File: src/design/hwps_pkg.sv
package hwps_pkg;
  // register map, byte-wide registers on the host side
  localparam logic [7:0] REG_CONFIG_COMMIT = 8'h1D;
  localparam logic [7:0] REG_APP_WATCHDOG_COUNTDOWN = 8'h20;
  localparam logic [7:0] REG_HOST_RUNNING_FLAG = 8'h21;

  localparam logic [7:0] COMMIT_MAGIC = 8'h46;
  localparam logic [7:0] READ_ZERO = 8'h00;
  localparam logic [7:0] COUNT_RESET = 8'h00;
  localparam logic [7:0] COUNT_ONE = 8'h01;
  localparam logic [7:0] FLAG_CLEAR = 8'h00;
  localparam logic [7:0] FLAG_SET = 8'h01;

  // watchdog configuration settings
  localparam logic [7:0] WD_CFG_OFF = 8'h00;
  localparam logic [7:0] WD_CFG_ALERT = 8'h01;
  localparam logic [7:0] WD_CFG_SHUTDOWN = 8'h02;

  // led patterns
  localparam logic [1:0] LED_DARK = 2'h0;
  localparam logic [1:0] LED_PULSE = 2'h1;
  localparam logic [1:0] LED_STEADY = 2'h2;
  localparam logic [1:0] LED_ERR_FLASH = 2'h3;

  // timebase
  localparam longint unsigned CORE_CLK_HZ = 10_000_000;
  localparam longint unsigned WD_TICK_PERIOD_S = 10;
  localparam int unsigned WD_TICK_CYCLES = int'(WD_TICK_PERIOD_S * CORE_CLK_HZ);
  localparam logic [31:0] PRESCALE_ZERO = 32'h0000_0000;
  localparam logic [31:0] PRESCALE_ONE = 32'h0000_0001;

  typedef enum logic [3:0] {
    ST_OFF = 4'h1,
    ST_BOOT = 4'h2,
    ST_RUN = 4'h4,
    ST_SHDN = 4'h8
  } hwps_state_t;
endpackage

File: src/design/hwps_regs.sv
`timescale 1ns/10ps
// Notes on behaviour
// - enabled countdown decrements every ten seconds
// - each countdown write restarts from new value
// - reaching zero fires configured expiry action
// - host boot loads countdown with grace value
// - countdown byte at 0x20, read/write, volatile
// - running flag reads 0 unless host running
// - daemon sets flag; running, steady led, touch
// - touch or low battery clears running flag
// - shutdown pulses led then cuts host power
// - host writing 0 to flag starts shutdown
// - running flag byte at 0x21, read/write, volatile
// - magic 0x46 commit saves settings to flash
// - other commit values ignored; reads zero
// - commit register byte at 0x1D
// - configuration 0x00 disables countdown and action
// - configuration 0x01 expiry gives error flash
// - configuration 0x02 expiry starts host shutdown
module hwps_regs
  import hwps_pkg::*;
#(
  parameter int unsigned TICK_CYCLES = WD_TICK_CYCLES
) (
  input wire logic core_clk,
  input wire logic reset,
  input wire logic [7:0] reg_addr,
  input wire logic reg_wr,
  input wire logic [7:0] reg_wdata,
  input wire logic reg_rd,
  output logic [7:0] reg_rdata,
  input wire logic [7:0] wd_cfg,
  input wire logic [7:0] wd_grace,
  input wire logic boot_request,
  input wire logic boot_timeout,
  input wire logic touch_press,
  input wire logic battery_below_shutdown_threshold,
  input wire logic battery_below_min,
  input wire logic host_halted,
  input wire logic shutdown_timeout,
  output logic host_power_en,
  output logic touch_accept,
  output logic [1:0] power_indicator_led,
  output logic flash_save
);

  function automatic logic hit(input logic [7:0] addr, input logic [7:0] offs);
    hit = (addr == offs);
  endfunction

  hwps_state_t state_q, state_d;
  logic [7:0] count_q, count_d;
  logic armed_q, armed_d;
  logic alert_q, alert_d;
  logic [31:0] pre_q, pre_d;
  logic [1:0] led_q, led_d;
  logic [7:0] rdata_q, rdata_d;
  logic save_q;

  // decode
  wire wr_count = reg_wr && hit(reg_addr, REG_APP_WATCHDOG_COUNTDOWN);
  wire wr_flag = reg_wr && hit(reg_addr, REG_HOST_RUNNING_FLAG);
  wire wr_commit = reg_wr && hit(reg_addr, REG_CONFIG_COMMIT);
  wire wd_on = (wd_cfg != WD_CFG_OFF);
  wire running = (state_q == ST_RUN);
  wire flag_val = running;
  wire boot_done = (state_q == ST_BOOT) && wr_flag && (reg_wdata != FLAG_CLEAR);
  wire host_stop = running && wr_flag && (reg_wdata == FLAG_CLEAR);

  // prescaler; restarted by a countdown write so the first step is a full period
  wire tick = wd_on && (pre_q == PRESCALE_ZERO);
  wire expire = tick && armed_q && (count_q <= COUNT_ONE) && !wr_count && !boot_done;
  wire exp_alert = expire && (wd_cfg == WD_CFG_ALERT);
  wire exp_shdn = expire && (wd_cfg == WD_CFG_SHUTDOWN);

  always_comb begin
    pre_d = pre_q - PRESCALE_ONE;
    if (wr_count || boot_done || !wd_on || pre_q == PRESCALE_ZERO) begin
      pre_d = TICK_CYCLES[31:0] - PRESCALE_ONE;
    end
  end

  // countdown; written values always stick, tick only while armed
  always_comb begin
    count_d = count_q;
    armed_d = armed_q;
    if (wr_count) begin
      count_d = reg_wdata;
      armed_d = 1'b1;
    end else if (boot_done) begin
      count_d = wd_grace;
      armed_d = 1'b1;
    end else if (expire) begin
      count_d = COUNT_RESET;
      armed_d = 1'b0;
    end else if (tick && armed_q) begin
      count_d = count_q - COUNT_ONE;
    end else if (state_q == ST_OFF) begin
      armed_d = 1'b0;
    end
  end

  // alert set wins over the ST_OFF clear; a fresh countdown write blocks expiry, so its clear wins
  always_comb begin
    alert_d = alert_q;
    if (wr_count || state_q == ST_OFF) begin
      alert_d = 1'b0;
    end
    if (exp_alert) begin
      alert_d = 1'b1;
    end
  end

  // host power state
  always_comb begin
    state_d = state_q;
    unique case (state_q)
      ST_OFF: begin
        if (boot_request) begin
          state_d = ST_BOOT;
        end
      end
      ST_BOOT: begin
        if (battery_below_min || boot_timeout) begin
          state_d = ST_OFF;
        end else if (boot_done) begin
          state_d = ST_RUN;
        end
      end
      ST_RUN: begin
        if (battery_below_min) begin
          state_d = ST_OFF;
        end else if (host_stop || touch_press || battery_below_shutdown_threshold) begin
          state_d = ST_SHDN;
        end else if (exp_shdn) begin
          state_d = ST_SHDN;
        end
      end
      ST_SHDN: begin
        // forced off covers a host that never halts
        if (host_halted || shutdown_timeout || battery_below_min) begin
          state_d = ST_OFF;
        end
      end
      default: state_d = ST_OFF;
    endcase
  end

  always_comb begin
    unique case (state_d)
      ST_OFF: led_d = LED_DARK;
      ST_BOOT: led_d = LED_PULSE;
      ST_RUN: led_d = alert_d ? LED_ERR_FLASH : LED_STEADY;
      ST_SHDN: led_d = LED_PULSE;
      default: led_d = LED_DARK;
    endcase
  end

  // read mux; the commit register reads zero like unmapped space
  always_comb begin
    rdata_d = READ_ZERO;
    if (hit(reg_addr, REG_APP_WATCHDOG_COUNTDOWN)) begin
      rdata_d = count_q;
    end else if (hit(reg_addr, REG_HOST_RUNNING_FLAG)) begin
      rdata_d = flag_val ? FLAG_SET : FLAG_CLEAR;
    end
  end

  always_ff @(posedge core_clk) begin
    if (reset) begin
      state_q <= ST_OFF;
      count_q <= COUNT_RESET;
      armed_q <= 1'b0;
      alert_q <= 1'b0;
      pre_q <= PRESCALE_ZERO;
      led_q <= LED_DARK;
      rdata_q <= READ_ZERO;
      save_q <= 1'b0;
    end else begin
      state_q <= state_d;
      count_q <= count_d;
      armed_q <= armed_d;
      alert_q <= alert_d;
      pre_q <= pre_d;
      led_q <= led_d;
      if (reg_rd) begin
        rdata_q <= rdata_d;
      end
      save_q <= wr_commit && (reg_wdata == COMMIT_MAGIC);
    end
  end

  assign reg_rdata = rdata_q;
  assign host_power_en = (state_q != ST_OFF);
  assign touch_accept = running;
  assign power_indicator_led = led_q;
  assign flash_save = save_q;

  property p_write_loads;
    @(posedge core_clk) disable iff (reset)
      wr_count |=> (count_q == $past(reg_wdata));
  endproperty
  a_write_loads: assert property (p_write_loads) else $error("countdown write lost");

  property p_decrement;
    @(posedge core_clk) disable iff (reset)
      (tick && armed_q && count_q > COUNT_ONE && !wr_count && !boot_done)
        |=> (count_q == $past(count_q) - COUNT_ONE);
  endproperty
  a_decrement: assert property (p_decrement) else $error("countdown did not step");

  property p_disabled_hold;
    @(posedge core_clk) disable iff (reset)
      (!wd_on && !wr_count && !boot_done) |=> (count_q == $past(count_q)) && !$past(expire);
  endproperty
  a_disabled_hold: assert property (p_disabled_hold) else $error("disabled countdown moved");

  property p_grace;
    @(posedge core_clk) disable iff (reset)
      (boot_done && !wr_count && !battery_below_min && !boot_timeout)
        |=> (count_q == $past(wd_grace)) && (state_q == ST_RUN);
  endproperty
  a_grace: assert property (p_grace) else $error("grace not loaded on boot");

  property p_alert;
    @(posedge core_clk) disable iff (reset)
      (exp_alert && running && !host_stop && !touch_press && !battery_below_shutdown_threshold
       && !battery_below_min) |=> (power_indicator_led == LED_ERR_FLASH);
  endproperty
  a_alert: assert property (p_alert) else $error("no error flash on expiry");

  property p_expiry_shdn;
    @(posedge core_clk) disable iff (reset)
      (exp_shdn && running && !battery_below_min) |=> (state_q == ST_SHDN) && !flag_val;
  endproperty
  a_expiry_shdn: assert property (p_expiry_shdn) else $error("no shutdown on expiry");

  property p_flag_reads_zero;
    @(posedge core_clk) disable iff (reset)
      (reg_rd && hit(reg_addr, REG_HOST_RUNNING_FLAG) && !running) |=> (reg_rdata == FLAG_CLEAR);
  endproperty
  a_flag_reads_zero: assert property (p_flag_reads_zero) else $error("flag read high");

  property p_run_steady;
    @(posedge core_clk) disable iff (reset)
      (boot_done && !battery_below_min && !boot_timeout && !alert_d)
        |=> running && touch_accept && (power_indicator_led == LED_STEADY);
  endproperty
  a_run_steady: assert property (p_run_steady) else $error("boot did not reach run");

  property p_clear_sources;
    @(posedge core_clk) disable iff (reset)
      (running && !battery_below_min && (touch_press || battery_below_shutdown_threshold || host_stop))
        |=> (state_q == ST_SHDN) ##0 (power_indicator_led == LED_PULSE) ##0 host_power_en;
  endproperty
  a_clear_sources: assert property (p_clear_sources) else $error("flag not cleared");

  property p_host_stop;
    @(posedge core_clk) disable iff (reset)
      host_stop |=> !running;
  endproperty
  a_host_stop: assert property (p_host_stop) else $error("write 0 ignored");

  property p_power_off;
    @(posedge core_clk) disable iff (reset)
      ((state_q == ST_SHDN) && host_halted)
        |=> !host_power_en ##1 (!host_power_en || $past(boot_request));
  endproperty
  a_power_off: assert property (p_power_off) else $error("host power kept on");

  property p_commit;
    @(posedge core_clk) disable iff (reset)
      flash_save |-> $past(wr_commit) && ($past(reg_wdata) == COMMIT_MAGIC);
  endproperty
  a_commit: assert property (p_commit) else $error("stray flash save");

  property p_commit_fires;
    @(posedge core_clk) disable iff (reset)
      (wr_commit && reg_wdata == COMMIT_MAGIC) |=> flash_save ##1 !flash_save || $past(wr_commit);
  endproperty
  a_commit_fires: assert property (p_commit_fires) else $error("magic write missed");

  property p_commit_reads_zero;
    @(posedge core_clk) disable iff (reset)
      (reg_rd && hit(reg_addr, REG_CONFIG_COMMIT)) |=> (reg_rdata == READ_ZERO);
  endproperty
  a_commit_reads_zero: assert property (p_commit_reads_zero) else $error("commit read nonzero");

  property p_tick_gap;
    @(posedge core_clk) disable iff (reset)
      (tick && !wr_count && !boot_done && wd_on) |=> !tick;
  endproperty
  a_tick_gap: assert property (p_tick_gap) else $error("tick too frequent");

  property p_expire_zero;
    @(posedge core_clk) disable iff (reset)
      expire |=> (count_q == COUNT_RESET) && !armed_q;
  endproperty
  a_expire_zero: assert property (p_expire_zero) else $error("expiry not at zero");

  c_boot_run: cover property (@(posedge core_clk) disable iff (reset) boot_done ##1 running);
  c_alert: cover property (@(posedge core_clk) disable iff (reset) exp_alert);
  c_wd_shdn: cover property (@(posedge core_clk) disable iff (reset) exp_shdn && running);
  c_commit: cover property (@(posedge core_clk) disable iff (reset) flash_save);

endmodule

File: config.mk
export PLATFORM = sky130hd
export DESIGN_NAME = hwps_regs
export DESIGN_NICKNAME = d
export VERILOG_FILES = /design/src/design/hwps_pkg.sv /design/src/design/hwps_regs.sv
export SDC_FILE = /design/constraint.sdc
export NUM_CORES = 1
export LEC_CHECK = 0
export BUFFER_PORTS_ARGS = -buffer_cell sky130_fd_sc_hd__buf_2
export CAP_MARGIN = 15
export CORE_ASPECT_RATIO = 0.7
export CORE_MARGIN = 2
export CORE_UTILIZATION = 45
export DETAILED_ROUTE_END_ITERATION = 16
export PLACE_DENSITY = 0.81
export SYNTH_ARGS = -nofsm -noshare
export SYNTH_HDL_FRONTEND = slang
export SYNTH_SLANG_ARGS = --single-unit
File: constraint.sdc
create_clock -name core_clk -period 2.5 [get_ports core_clk]
set_input_delay 0.125 -clock core_clk [delete_from_list [all_inputs] [get_ports core_clk]]
set_output_delay 0.125 -clock core_clk [all_outputs]
set_load 0.05 [all_outputs]
* Yosys cells after proc, flatten, opt, wreduce, memory -nomap -nowiden
Index checks and enable logic that the tools add are counted.
Storage, ports and cells: bits in registers 57, output and inout bits 13, word-level logic and storage cells 88
Cells by class: add/subtract/negate cells 2, magnitude comparators 1, eq/ne operators 15, muxes and demuxes 25, reduce and logical (&&, ||, !) cells 36
Operators by type and width (count):
- $mux W8 | 5
- $logic_not A32 Y1 | 1
- $sub A32 B1 Y32 const B | 1
- $mux W4 | 7
- $mux W27 | 1
- $eq A8 B6 Y1 const B | 2
- $pmux W4 S4 | 1
- $reduce_bool A8 Y1 | 2
- $logic_and A1 B1 Y1 | 15
- $mux W1 | 10
- $logic_or A1 B1 Y1 | 9
- $eq A4 B2 Y1 const B | 2
- $eq A4 B3 Y1 const B | 2
- $eq A4 B4 Y1 const B | 2
- $eq A8 B1 Y1 const B | 1
- $eq A8 B2 Y1 const B | 1
- $eq A8 B5 Y1 const B | 1
- $eq A8 B7 Y1 const B | 1
- $le A8 B1 Y1 const B | 1
- $logic_not A8 Y1 | 1
- $reduce_bool A4 Y1 | 2
- $sub A8 B1 Y8 const B | 1
- $eq A4 B1 Y1 const B | 1
- $ne A4 B1 Y1 const B | 1
- other kinds (5) | 8

* Longest topological paths before layout
Gate-level depths: netlist (run 1).
depth after elaboration 14, gate-level depth with buffers 9, gate-level depth less buffers 8

* Worst setup path before layout (run 1)
No wires, ideal clock.
path kind reg2reg, start reg state_q[0], end reg led_q[0], in the netlist power_indicator_led[0], arrival 3356 ps, data required time 2379 ps, path slack -977 ps, cell stages (with the launch flop) 6, clock period less this slack 3477 ps, cell sequence dfxtp_1 -> nor4b_1 -> and3_1 -> a311o_1 -> o31a_1 -> mux2_4
On the way: elaborated cells on any way between the ends 31, classes of those cells 7 x eq/ne; 12 x mux; 12 x reduce/logical
RTL lines:
- start, declared | RTL line hwps_regs.sv:51 | hwps_state_t state_q, state_d;
- start signal, assigned | RTL line hwps_regs.sv:180 | state_q <= state_d;
- $eq A4 B3 Y1 (*) | RTL line hwps_regs.sv:65 | wire running = (state_q == ST_RUN);
- named net touch_accept | RTL line hwps_regs.sv:42 | output logic touch_accept,
- $logic_and A1 B1 Y1 (2 in a row) | RTL line hwps_regs.sv:68 | wire host_stop = running && wr_flag && (reg_wdata == FLAG_CLEAR);
- $logic_or A1 B1 Y1 (2 in a row) | RTL line hwps_regs.sv:133 | end else if (host_stop || touch_press || battery_below_shutdown_threshold) begin
- $mux W4 | RTL line hwps_regs.sv:133
- $mux W4 | RTL line hwps_regs.sv:131 | if (battery_below_min) begin
- $pmux W4 S4 (*) | RTL line hwps_regs.sv:117 | unique case (state_q)
- $eq A4 B4 Y1 / $eq A4 B2 Y1 (equally long branches) | RTL line hwps_regs.sv:150 | unique case (state_d)
- $reduce_or A2 Y1 (no source line)
- $pmux W2 S2 (*) | RTL line hwps_regs.sv:150
- end signal, assigned | RTL line hwps_regs.sv:185 | led_q <= led_d;
- end, declared | RTL line hwps_regs.sv:56 | logic [1:0] led_q, led_d;
Mark *: on every way through the listed nets, which the timed path passes. The rest lies on a longest branch. A chain may end at the register's enable or synchronous reset.

* Worst setup path after layout (run 1)
start reg pre_q[23], end reg count_q[7]
On the way: cells in the longest elaborated chain, start to end 9, elaborated cells on any way between the ends 10, classes of those cells 3 x mux; 7 x reduce/logical
RTL lines:
- start, declared | RTL line hwps_regs.sv:55 | logic [31:0] pre_q, pre_d;
- start signal, assigned | RTL line hwps_regs.sv:184 | pre_q <= pre_d;
- $logic_not A32 Y1 (*) | RTL line hwps_regs.sv:71 | wire tick = wd_on && (pre_q == PRESCALE_ZERO);
- $logic_and A1 B1 Y1 (*) | RTL line hwps_regs.sv:71
- $logic_and A1 B1 Y1 (*) | RTL line hwps_regs.sv:72, hwps_regs.sv:96
- $logic_and A1 B1 Y1 (3 in a row) | RTL line hwps_regs.sv:72 | wire expire = tick && armed_q && (count_q <= COUNT_ONE) && !wr_count && !boot_done;
- $mux W8 | RTL line hwps_regs.sv:93 | end else if (expire) begin
- $mux W8 | RTL line hwps_regs.sv:90 | end else if (boot_done) begin
- $mux W8 | RTL line hwps_regs.sv:87 | if (wr_count) begin
- end signal, assigned | RTL line hwps_regs.sv:181 | count_q <= count_d;
- end, declared | RTL line hwps_regs.sv:52 | logic [7:0] count_q, count_d;
Mark *: on every way between the ends. The rest lies on a longest branch, timed or not.

==> reports/results.txt, run 1 <==
The detailed router placed 2987 vias in this run. The switching power share of the total came out at 0.365. The first global-routing pass estimated 13100 microns of wire. The run gives 0 as the number of endpoints failing setup at the final stage. Port buffering added 55 buffers. The share of power burned in the clock network is 0.241, and the number of design-rule violations left by the first detailed-router iteration is 365. The DRC violations left came out at 0. Start point of the critical path: pre_q[23]$_SDFF_PP0_.

The tools report the proportion of power drawn by flip-flops and latches as 0.343. The logs give 24 for the number of standard-cell rows in the floorplan and 0.593 for the final cell utilization of the core. The arrival time reported for the critical path endpoint came out at 2.67 ns.

The worst relative slew slack came out at 0.554. Counting flops and latches in the post-synthesis netlist gives 57. In the synthesized netlist, the number of instances is 352. In this run the cell area of the synthesized design comes to 0.00294 sq mm. The detailed-placement wirelength estimate was 5730 microns.

The initial standard-cell utilization of the core was 0.469; the placer's final routability congestion estimate was 0.899. The die boundary width is 101 microns. Data on the critical path is required at its endpoint by 2.71 ns. The portion of the post-synthesis area used by sequential elements was 0.388. The die is 71.7 microns tall.

The tools report the total number of H-tree levels as 3. TritonCTS built the clock tree. In the final layout, flip-flops and latches occupy 0.00114 sq mm. The per-cell via count in the routed design was 5.80. The final number of hold-violating endpoints is 0. The minimum clock period is 2.46 ns, and the mean cell area of the mapped netlist is 8.36 sq um.

For the core box area, the log shows 0.00628 sq mm. Hold timing on the final database bottoms out at a slack of 0.0260 ns. The relative area change from synthesis to final layout is 26.5%. Clock tree synthesis inserted a total of 9 buffers. STA classifies the critical path startpoint as a flop. The run finished with clean final reports. The relative contribution of combinational cells to total power is 0.416. The largest net degree at the start of global routing was 37. The synthesis warning total was 0; the total nets after synthesis was 399. The floorplan step defined a die boundary enclosing 0.00721 sq mm. Across the run, the number of max-cap violations was 0. The launch point of the worst reg-to-reg path was pre_q[23]$_SDFF_PP0_. The power density normalized to cell area came out at 1010 mW/mm^2. The total area of multi-input combinational cells came out at 0.00176 sq mm.

After filler insertion, the fill cell instance count of the layout stands at 551. The top fanout value on the critical path is 8. For this design the total switching power over the nets is 1.37 mW. 56 I/O pins were placed. Wire length after detailed routing: 8050 microns. The run gives 1.52 nW as the leakage power.

Walking the worst path, the cells encountered are nor4_2 -> nand4b_1 -> or2_4 -> or3_1 -> o41ai_1 -> o22ai_1. For the final database, setup skew stands at 0.00785 ns. The overall routing resource usage was 0.230; the biggest cell delay along the critical path was 0.54 ns.

CTS saw 57 sinks. The number of flops mapped to enable cells by yosys was 0; the total congestion overflow was 0. Clock tree root driver cell: clkbuf_8. In the synthesized netlist the dominant register cell turns out to be dfxtp_1. The worst-case IR drop observed on VDD is 0.000623 V.

The type of the tightest min-delay check was in2reg. The fraction of the cycle the final worst path needs is 0.983. The post-synthesis cell type count came out at 52. The worst setup path is captured at a flop. Critical path class: reg2reg. The number of antenna diodes in the final layout is 0.

The slew at the pin closest to its max-slew limit is 0.659 ns, and the maximum count of clock buffers along a single path is 2. The final max-slew violation count came out at 0. For the via count of the first global-routing pass, the log shows 2729. The internal power contribution was 2.38 mW; the clock input transition at the sequential cells of the worst setup and hold paths was 0.06 ns. For the number of nets with antenna violations after routing, the log shows 0. After clock tree synthesis, the flow added hold-fix buffers numbering 0. The clock reaches the later pin of the worst-skew pair after 0.34 ns. The number of antenna violations at the first check in global routing is 0. The fraction of registers with async set/reset came out at 0. The run gives 5 as the total iterations of the first detailed-routing run.

The tools report the startpoint of the most critical hold path as reg_wdata[4]. The final layout contains 479 nets. The ratio of cells with drive above 1 in the final layout came out at 0.259.

Dividing the detail-routed wire length by the instance count gives 15.6 microns. Slowest stage cell on the critical path: or3_1. Highest attainable clock frequency: 407 MHz.
-- logic make-up after synthesis --
family | Yosys count | share of synthesized area
mux | 4 | 0.0153
simple gates | 164 | 0.301
compound gates | 71 | 0.162
flops | 57 | 0.388
xor+xnor | 29 | 0.0863
buf+inv | 23 | 0.0306
fa+ha+maj | 4 | 0.0170
-- cells in the final DEF (no fill, tap or decap), drive strengths merged, types with 8 or more instances in the layout --
cell type and count:
nor2b 8, xnor2 23, nor2 51, clkbuf 14
dfxtp 57, nand2 14, buf 81, nor3 22
a21oi 27, nand3 10, inv 11, o21ai 10
nor4 15
-- worst max-delay path, delay by kind of cell, from the launching register on --
family	cells	cell delay (ns)
compound gates	2	0.50
flops	1	0.36
simple gates	4	1.47
-- path summary, 6_finish.rpt --
path,slack (ns),depth (start not counted),end
setup / recovery,0.04,6,count_q[7]$_SDFFE_PP0P_
hold / removal,0.03,3,count_q[4]$_SDFFE_PP0P_
setup reg to reg,0.04,6,count_q[7]$_SDFFE_PP0P_
hold reg to reg,0.45,1,pre_q[0]$_SDFF_PP0_
-- stage by stage --
step                cell area, sq um  power (mW)  setup TNS [ns]  instances  setup WS [ns]
CTS                             3670        3.56               0        513         0.0193
global route                    3720        3.99          -0.141        515        -0.0706
detailed placement              3470        2.65               0        497         0.0156
global placement                3470        2.60               0        497         0.0435
finish                          3720        3.75               0        515         0.0418
floorplan                       2960        2.24               0        352         0.0661
-- cells in the mapped netlist (2+ instances only) --
| cell type | number | area (sq um) |
|---|---|---|
| or4_1 | 4 | 30.0 |
| a21oi_1 | 27 | 135 |
| or3_1 | 6 | 37.5 |
| mux2i_1 | 3 | 30.0 |
| nor2b_1 | 8 | 50.1 |
| a22oi_1 | 3 | 22.5 |
| nand3_1 | 10 | 50.1 |
| buf_2 | 3 | 15.0 |
| nand3b_1 | 2 | 15.0 |
| a31oi_1 | 3 | 18.8 |
| nor2_1 | 51 | 191 |
| o21a_1 | 3 | 22.5 |
| clkbuf_1 | 9 | 33.8 |
| or4b_1 | 2 | 20.0 |
| o31ai_1 | 3 | 22.5 |
| o22ai_1 | 2 | 12.5 |
| a222oi_1 | 3 | 30.0 |
| nor4b_1 | 4 | 35.0 |
| ha_1 | 4 | 50.1 |
| xnor2_1 | 23 | 201 |
| and3_1 | 2 | 12.5 |
| inv_1 | 11 | 41.3 |
| dfxtp_1 | 57 | 1140 |
| nand4b_1 | 2 | 17.5 |
| nor3_1 | 22 | 110 |
| o211ai_1 | 4 | 30.0 |
| nor3b_1 | 2 | 15.0 |
| nand2_1 | 14 | 52.6 |
| nand4_1 | 5 | 31.3 |
| and4_1 | 3 | 26.3 |
| or4_4 | 2 | 22.5 |
| o21ai_0 | 10 | 50.1 |
| xor2_1 | 6 | 52.6 |
| nor4_1 | 14 | 87.6 |
| or2_2 | 3 | 18.8 |
| o31a_1 | 3 | 26.3 |
| nand2b_1 | 4 | 25.0 |
-- power by group through the flow --
| stage | Clock [mW] | Sequential (mW) | Combinational [mW] |
|---|---|---|---|
| after floorplan | 0 | 1.25 | 0.987 |
| after global placement | 0 | 1.27 | 1.33 |
| after detailed placement | 0 | 1.28 | 1.38 |
| after CTS | 0.909 | 1.26 | 1.39 |
| after global routing | 0.952 | 1.31 | 1.72 |
| final | 0.904 | 1.28 | 1.56 |
-- state kept, by name, indices dropped and copies added, names as in the netlist --
signal,cells
pre_q,32
count_q,8
reg_rdata,8
state_q,4
power_indicator_led,2
alert_q,1
armed_q,1
flash_save,1
-- area by class of cell --
| type | count | area share |
|---|---|---|
| Timing Repair Buffer | 81 | 0.126 |
| Sequential cell | 57 | 0.307 |
| Clock inverter | 2 | 0.00941 |
| Multi-Input combinational cell | 272 | 0.474 |
| Clock buffer | 14 | 0.0464 |
| Tap cell | 78 | 0.0262 |
| Inverter | 11 | 0.0111 |
-- routing by layer --
layer | share of wire | wire [microns] | GRT usage
met4 | 0.015 | 124 | 0.0670
met5 | 0 | 0 | 0
met3 | 0.091 | 729 | 0.0829
met1 | 0.47 | 3760 | 0.328
met2 | 0.43 | 3430 | 0.327
-- repair_timing --
item	in CTS	in global routing
setup endpoints to repair	0	7
gates resized for setup	0	8
setup buffers	0	2
No activity file was read; power rests on OpenSTA's default activity.
==> run 2, diff against run 1 <==
ABC_AREA = 1   (was default)
HOLD_SLACK_MARGIN = 0.06   (was default)
PLACE_DENSITY = 0.79   (was 0.81)
==> run 2 against run 1 <==
Against the previous run: routed wire length grew 6.1%; hold slack improved by 0.046 ns; combinational power is 10% higher; first-iteration DRC count down 41%; fmax up 20%; synthesized cell count grew 45%; sequential power about the same; utilization decreased by 4.6 points; largest power group unchanged; die area grew 16%; critical path depth rose by 5; clock power fell by 14%; flip-flop and latch count stayed put.
==> reports/results.txt, run 2 <==
The total placed instance area came out at 0.00380 sq mm (was 0.00347 sq mm). The largest net degree at the start of global routing is 30 (was 37), and the cell area after synthesis is 0.00345 sq mm (was 0.00294 sq mm). The core box area is 0.00735 sq mm (was 0.00628 sq mm).

The antenna diode instance count was 0 (unchanged); the later-pin clock latency in the skew report was 0.36 ns (was 0.34 ns). The mean cell area of the mapped netlist is 6.77 sq um (was 8.36 sq um). Start point of the critical path: count_q[0]$_SDFFE_PP0P_ (was pre_q[23]$_SDFF_PP0_).

The most frequently used flop master after synthesis was dfxtp_1 (unchanged). The startpoint of the most critical hold path is host_halted (was reg_wdata[4]). The post-cts resize count is 0 (unchanged).

The worst-case clock skew came out at 0.0118 ns (was 0.00785 ns). The via count of the first global-routing pass is 3226 (was 2729), and the number of antenna violations at the first check in global routing is 0 (unchanged). Top fanout value on the critical path: 5 (was 8).

The type of the tightest min-delay check was in2reg (unchanged). The tools report the total number of H-tree levels as 3 (unchanged). The tools report the share of power burned in the clock network as 0.206 (was 0.241).

The boundary pin count was 56 (unchanged). Floorplan die height: 77.2 microns (was 71.7 microns). The number of design-rule violations left by the first detailed-router iteration is 214 (was 365), and the clock input transition at the sequential cells of the worst setup and hold paths is 0.07 ns (was 0.06 ns). The arrival time reported for the critical path endpoint was 2.30 ns (was 2.67 ns).

The fraction of the cycle the final worst path needs is 0.821 (was 0.983). The worst relative slew slack was 0.440 (was 0.554). The run gives 3469 (was 2987) as the total number of vias. Wire length after detailed routing: 8540 microns (was 8050 microns). The switching power share of the total is 0.438 (was 0.365), and the number of buffers inserted during clock tree synthesis is 9 (unchanged).

The tools report the post-synthesis cell type count as 39 (was 52). Commonest cells post-synth: 83 x nand2_1, 83 x nor2_1, 72 x inv_1, 57 x dfxtp_1, 38 x o21ai_0 (was 57 x dfxtp_1, 51 x nor2_1, 27 x a21oi_1, 23 x xnor2_1, 22 x nor3_1). Commonest cells after routing, fill and taps aside: 83 x nor2_1, 83 x nand2_1, 72 x inv_1 (was 57 x dfxtp_1, 55 x buf_2, 51 x nor2_1).

Ratio of cells with drive above 1 in the final layout: 0.212 (was 0.259). The number of fill cells in the layout was 726 (was 551). The number of endpoints failing setup at the final stage was 0 (unchanged); the number of max-cap violations was 0 (unchanged).

The number of nets with antenna violations after routing was 0 (unchanged). Register with the most flip-flops: pre_q (unchanged). The final number of hold-violating endpoints came out at 0 (unchanged).

Layout net count: 618 (was 479). The run gives 0.458 (was 0.416) as the relative contribution of combinational cells to total power. The number of standard-cell rows in the floorplan was 26 (was 24); the number of standard cells after synthesis was 509 (was 352). Slew at the pin closest to its max-slew limit: 0.840 ns (was 0.659 ns). The critical path class was reg2reg (unchanged). The tools report the setup TNS after final layout as 0 ns (unchanged).

Buffer count from post-CTS setup fixing: 0 (unchanged). The number of sinks driven by the clock tree was 57 (unchanged). The flop and latch count out of synthesis was 57 (unchanged). The die outline area was 0.00838 sq mm (was 0.00721 sq mm). The run finished with clean final reports. The die boundary width was 109 microns (was 101 microns). The per-cell via count in the routed design was 5.15 (was 5.80); the leakage power was 1.99 nW (was 1.52 nW). The number of flops mapped to enable cells by yosys is 0 (unchanged). The final cell utilization of the core was 0.547 (was 0.593); the total nets after synthesis was 556 (was 399).

The power spent charging and discharging nets came out at 1.64 mW (was 1.37 mW). The run gives 487 MHz (was 407 MHz) as the highest attainable clock frequency. The logs give 2.10 mW (was 2.38 mW) for the internal power contribution and 0 (unchanged) for the synthesis warning total.

Portion of the post-synthesis area used by sequential elements: 0.331 (was 0.388). The cell taking the most area after synthesis is dfxtp_1 (unchanged). The maximum count of clock buffers along a single path was 2 (unchanged); the initial standard-cell utilization of the core was 0.469 (about the same).

Total iterations of the first detailed-routing run: 5 (unchanged). The final max-slew violation count was 0 (unchanged). The placer's final routability congestion estimate was 0.918 (was 0.899); the DRC violations left was 0 (unchanged). The minimum clock period came out at 2.05 ns (was 2.46 ns). The tools report the overall routing resource usage as 0.221 (was 0.230).

Flip-flop count of the largest register, all copies and words added: 32 (unchanged). The fraction of registers with async set/reset is 0 (unchanged), and the worst-case vdd ir drop is 0.000417 V (was 0.000623 V). The proportion of power drawn by flip-flops and latches was 0.336 (was 0.343). TritonCTS built the clock tree.

The relative area change from synthesis to final layout came out at 16.6% (was 26.5%). The total area of multi-input combinational cells is 0.00197 sq mm (was 0.00176 sq mm), and the detailed-placement wirelength estimate is 6360 microns (was 5730 microns). The register cell area after layout is 0.00114 sq mm (unchanged), and the final design area excluding fillers is 0.00402 sq mm (was 0.00372 sq mm).

Setup repair after global routing left no endpoint under its margin. Kind of start point of the critical path: a flop (unchanged). Routed wire length per instance: 12.7 microns (was 15.6 microns). Launch point of the worst reg-to-reg path: count_q[0]$_SDFFE_PP0P_ (was pre_q[23]$_SDFF_PP0_).

The critical path required time was 2.74 ns (was 2.71 ns). Main area contributors after synthesis: dfxtp_1 33%, nand2_1 9.0%, nor2_1 9.0% (was dfxtp_1 39%, xnor2_1 6.8%, nor2_1 6.5%). First-pass GRT wire length: 14700 microns (was 13100 microns). The clock tree root driver cell was clkbuf_8 (unchanged).

The run gives 0 (unchanged) as the total congestion overflow. The tools report the endpoint kind of the worst setup timing path as a flop (unchanged). Top-area cell type share of the netlist area: 0.331 (was 0.388). Number of I/O port buffers: 55 (unchanged). The power density normalized to cell area works out to 932 mW/mm^2 (was 1010 mW/mm^2).
## run 2: worst paths after layout
path / to / slack (ns) / cells after the start
max: power_indicator_led[0]$_SDFF_PP0_ / 0.45 / 11
min: state_q[3]$_SDFF_PP0_ / 0.07 / 4
max reg2reg: power_indicator_led[0]$_SDFF_PP0_ / 0.45 / 11
min reg2reg: reg_rdata[5]$_SDFFE_PP0P_ / 0.49 / 2
## run 2: area by class of cell
cell class,count,share of cell area
well taps,98,0.0305
clock inverters,3,0.00374
clock buffers,13,0.0395
flip-flops and latches,57,0.284
multi-input cells,368,0.491
inverters,75,0.0707
repair buffers,60,0.0803
## run 2: timing repair
action                                  CTS  global route
endpoints found under the hold margin     2             0
hold buffers                              4             0
endpoints found under the setup margin    0             0
## run 2: critical path, cell delays in order, from the launching register on
cell and delay [ns]:
dfxtp_1 0.37, inv_1 0.12, ha_1 0.22, nor2_1 0.06, nor3_1 0.42, nand3_2 0.19
nor2_8 0.19, nand2_2 0.08, nand3_2 0.10, nand2_1 0.06, nand2_1 0.07, nand2_1 0.05
## run 2: per-stage QoR
stage / total power, mW / std cells / setup slack [ns] / hold WS, ns
floorplan: 2.61 / 509 / 0.826 / 0.274
global placement: 2.90 / 654 / 0.590 / 0.426
detailed placement: 2.96 / 654 / 0.541 / 0.422
CTS: 3.75 / 674 / 0.524 / 0.0603
global route: 4.06 / 674 / 0.330 / 0.105
finish: 3.75 / 674 / 0.446 / 0.0722
## run 2: kinds of logic after synthesis
kind of cell	after synthesis	share of synthesized area
simple gates	261	0.377
compound gates	87	0.141
buf+inv	84	0.0959
flops	57	0.331
xor+xnor	16	0.0407
fa+ha+maj	4	0.0145
## run 2: power groups by stage
stage / sequential (mW) / clock [mW] / combinational [mW]
6_report: 1.26 / 0.773 / 1.72
5_1_grt: 1.28 / 0.826 / 1.95
4_1_cts: 1.26 / 0.794 / 1.70
3_5_place_dp: 1.27 / 0 / 1.68
3_3_place_gp: 1.27 / 0 / 1.63
2_1_floorplan: 1.27 / 0 / 1.34
## run 2: metal layers
layer / track usage / vias up / routed length, microns
met3: 0.0663 / 17 / 499
met4: 0.0859 / 0 / 178
met2: 0.321 / 110 / 3650
met1: 0.306 / 1577 / 4210
met5: 0 / - / 0
li1: - / 1765 / -
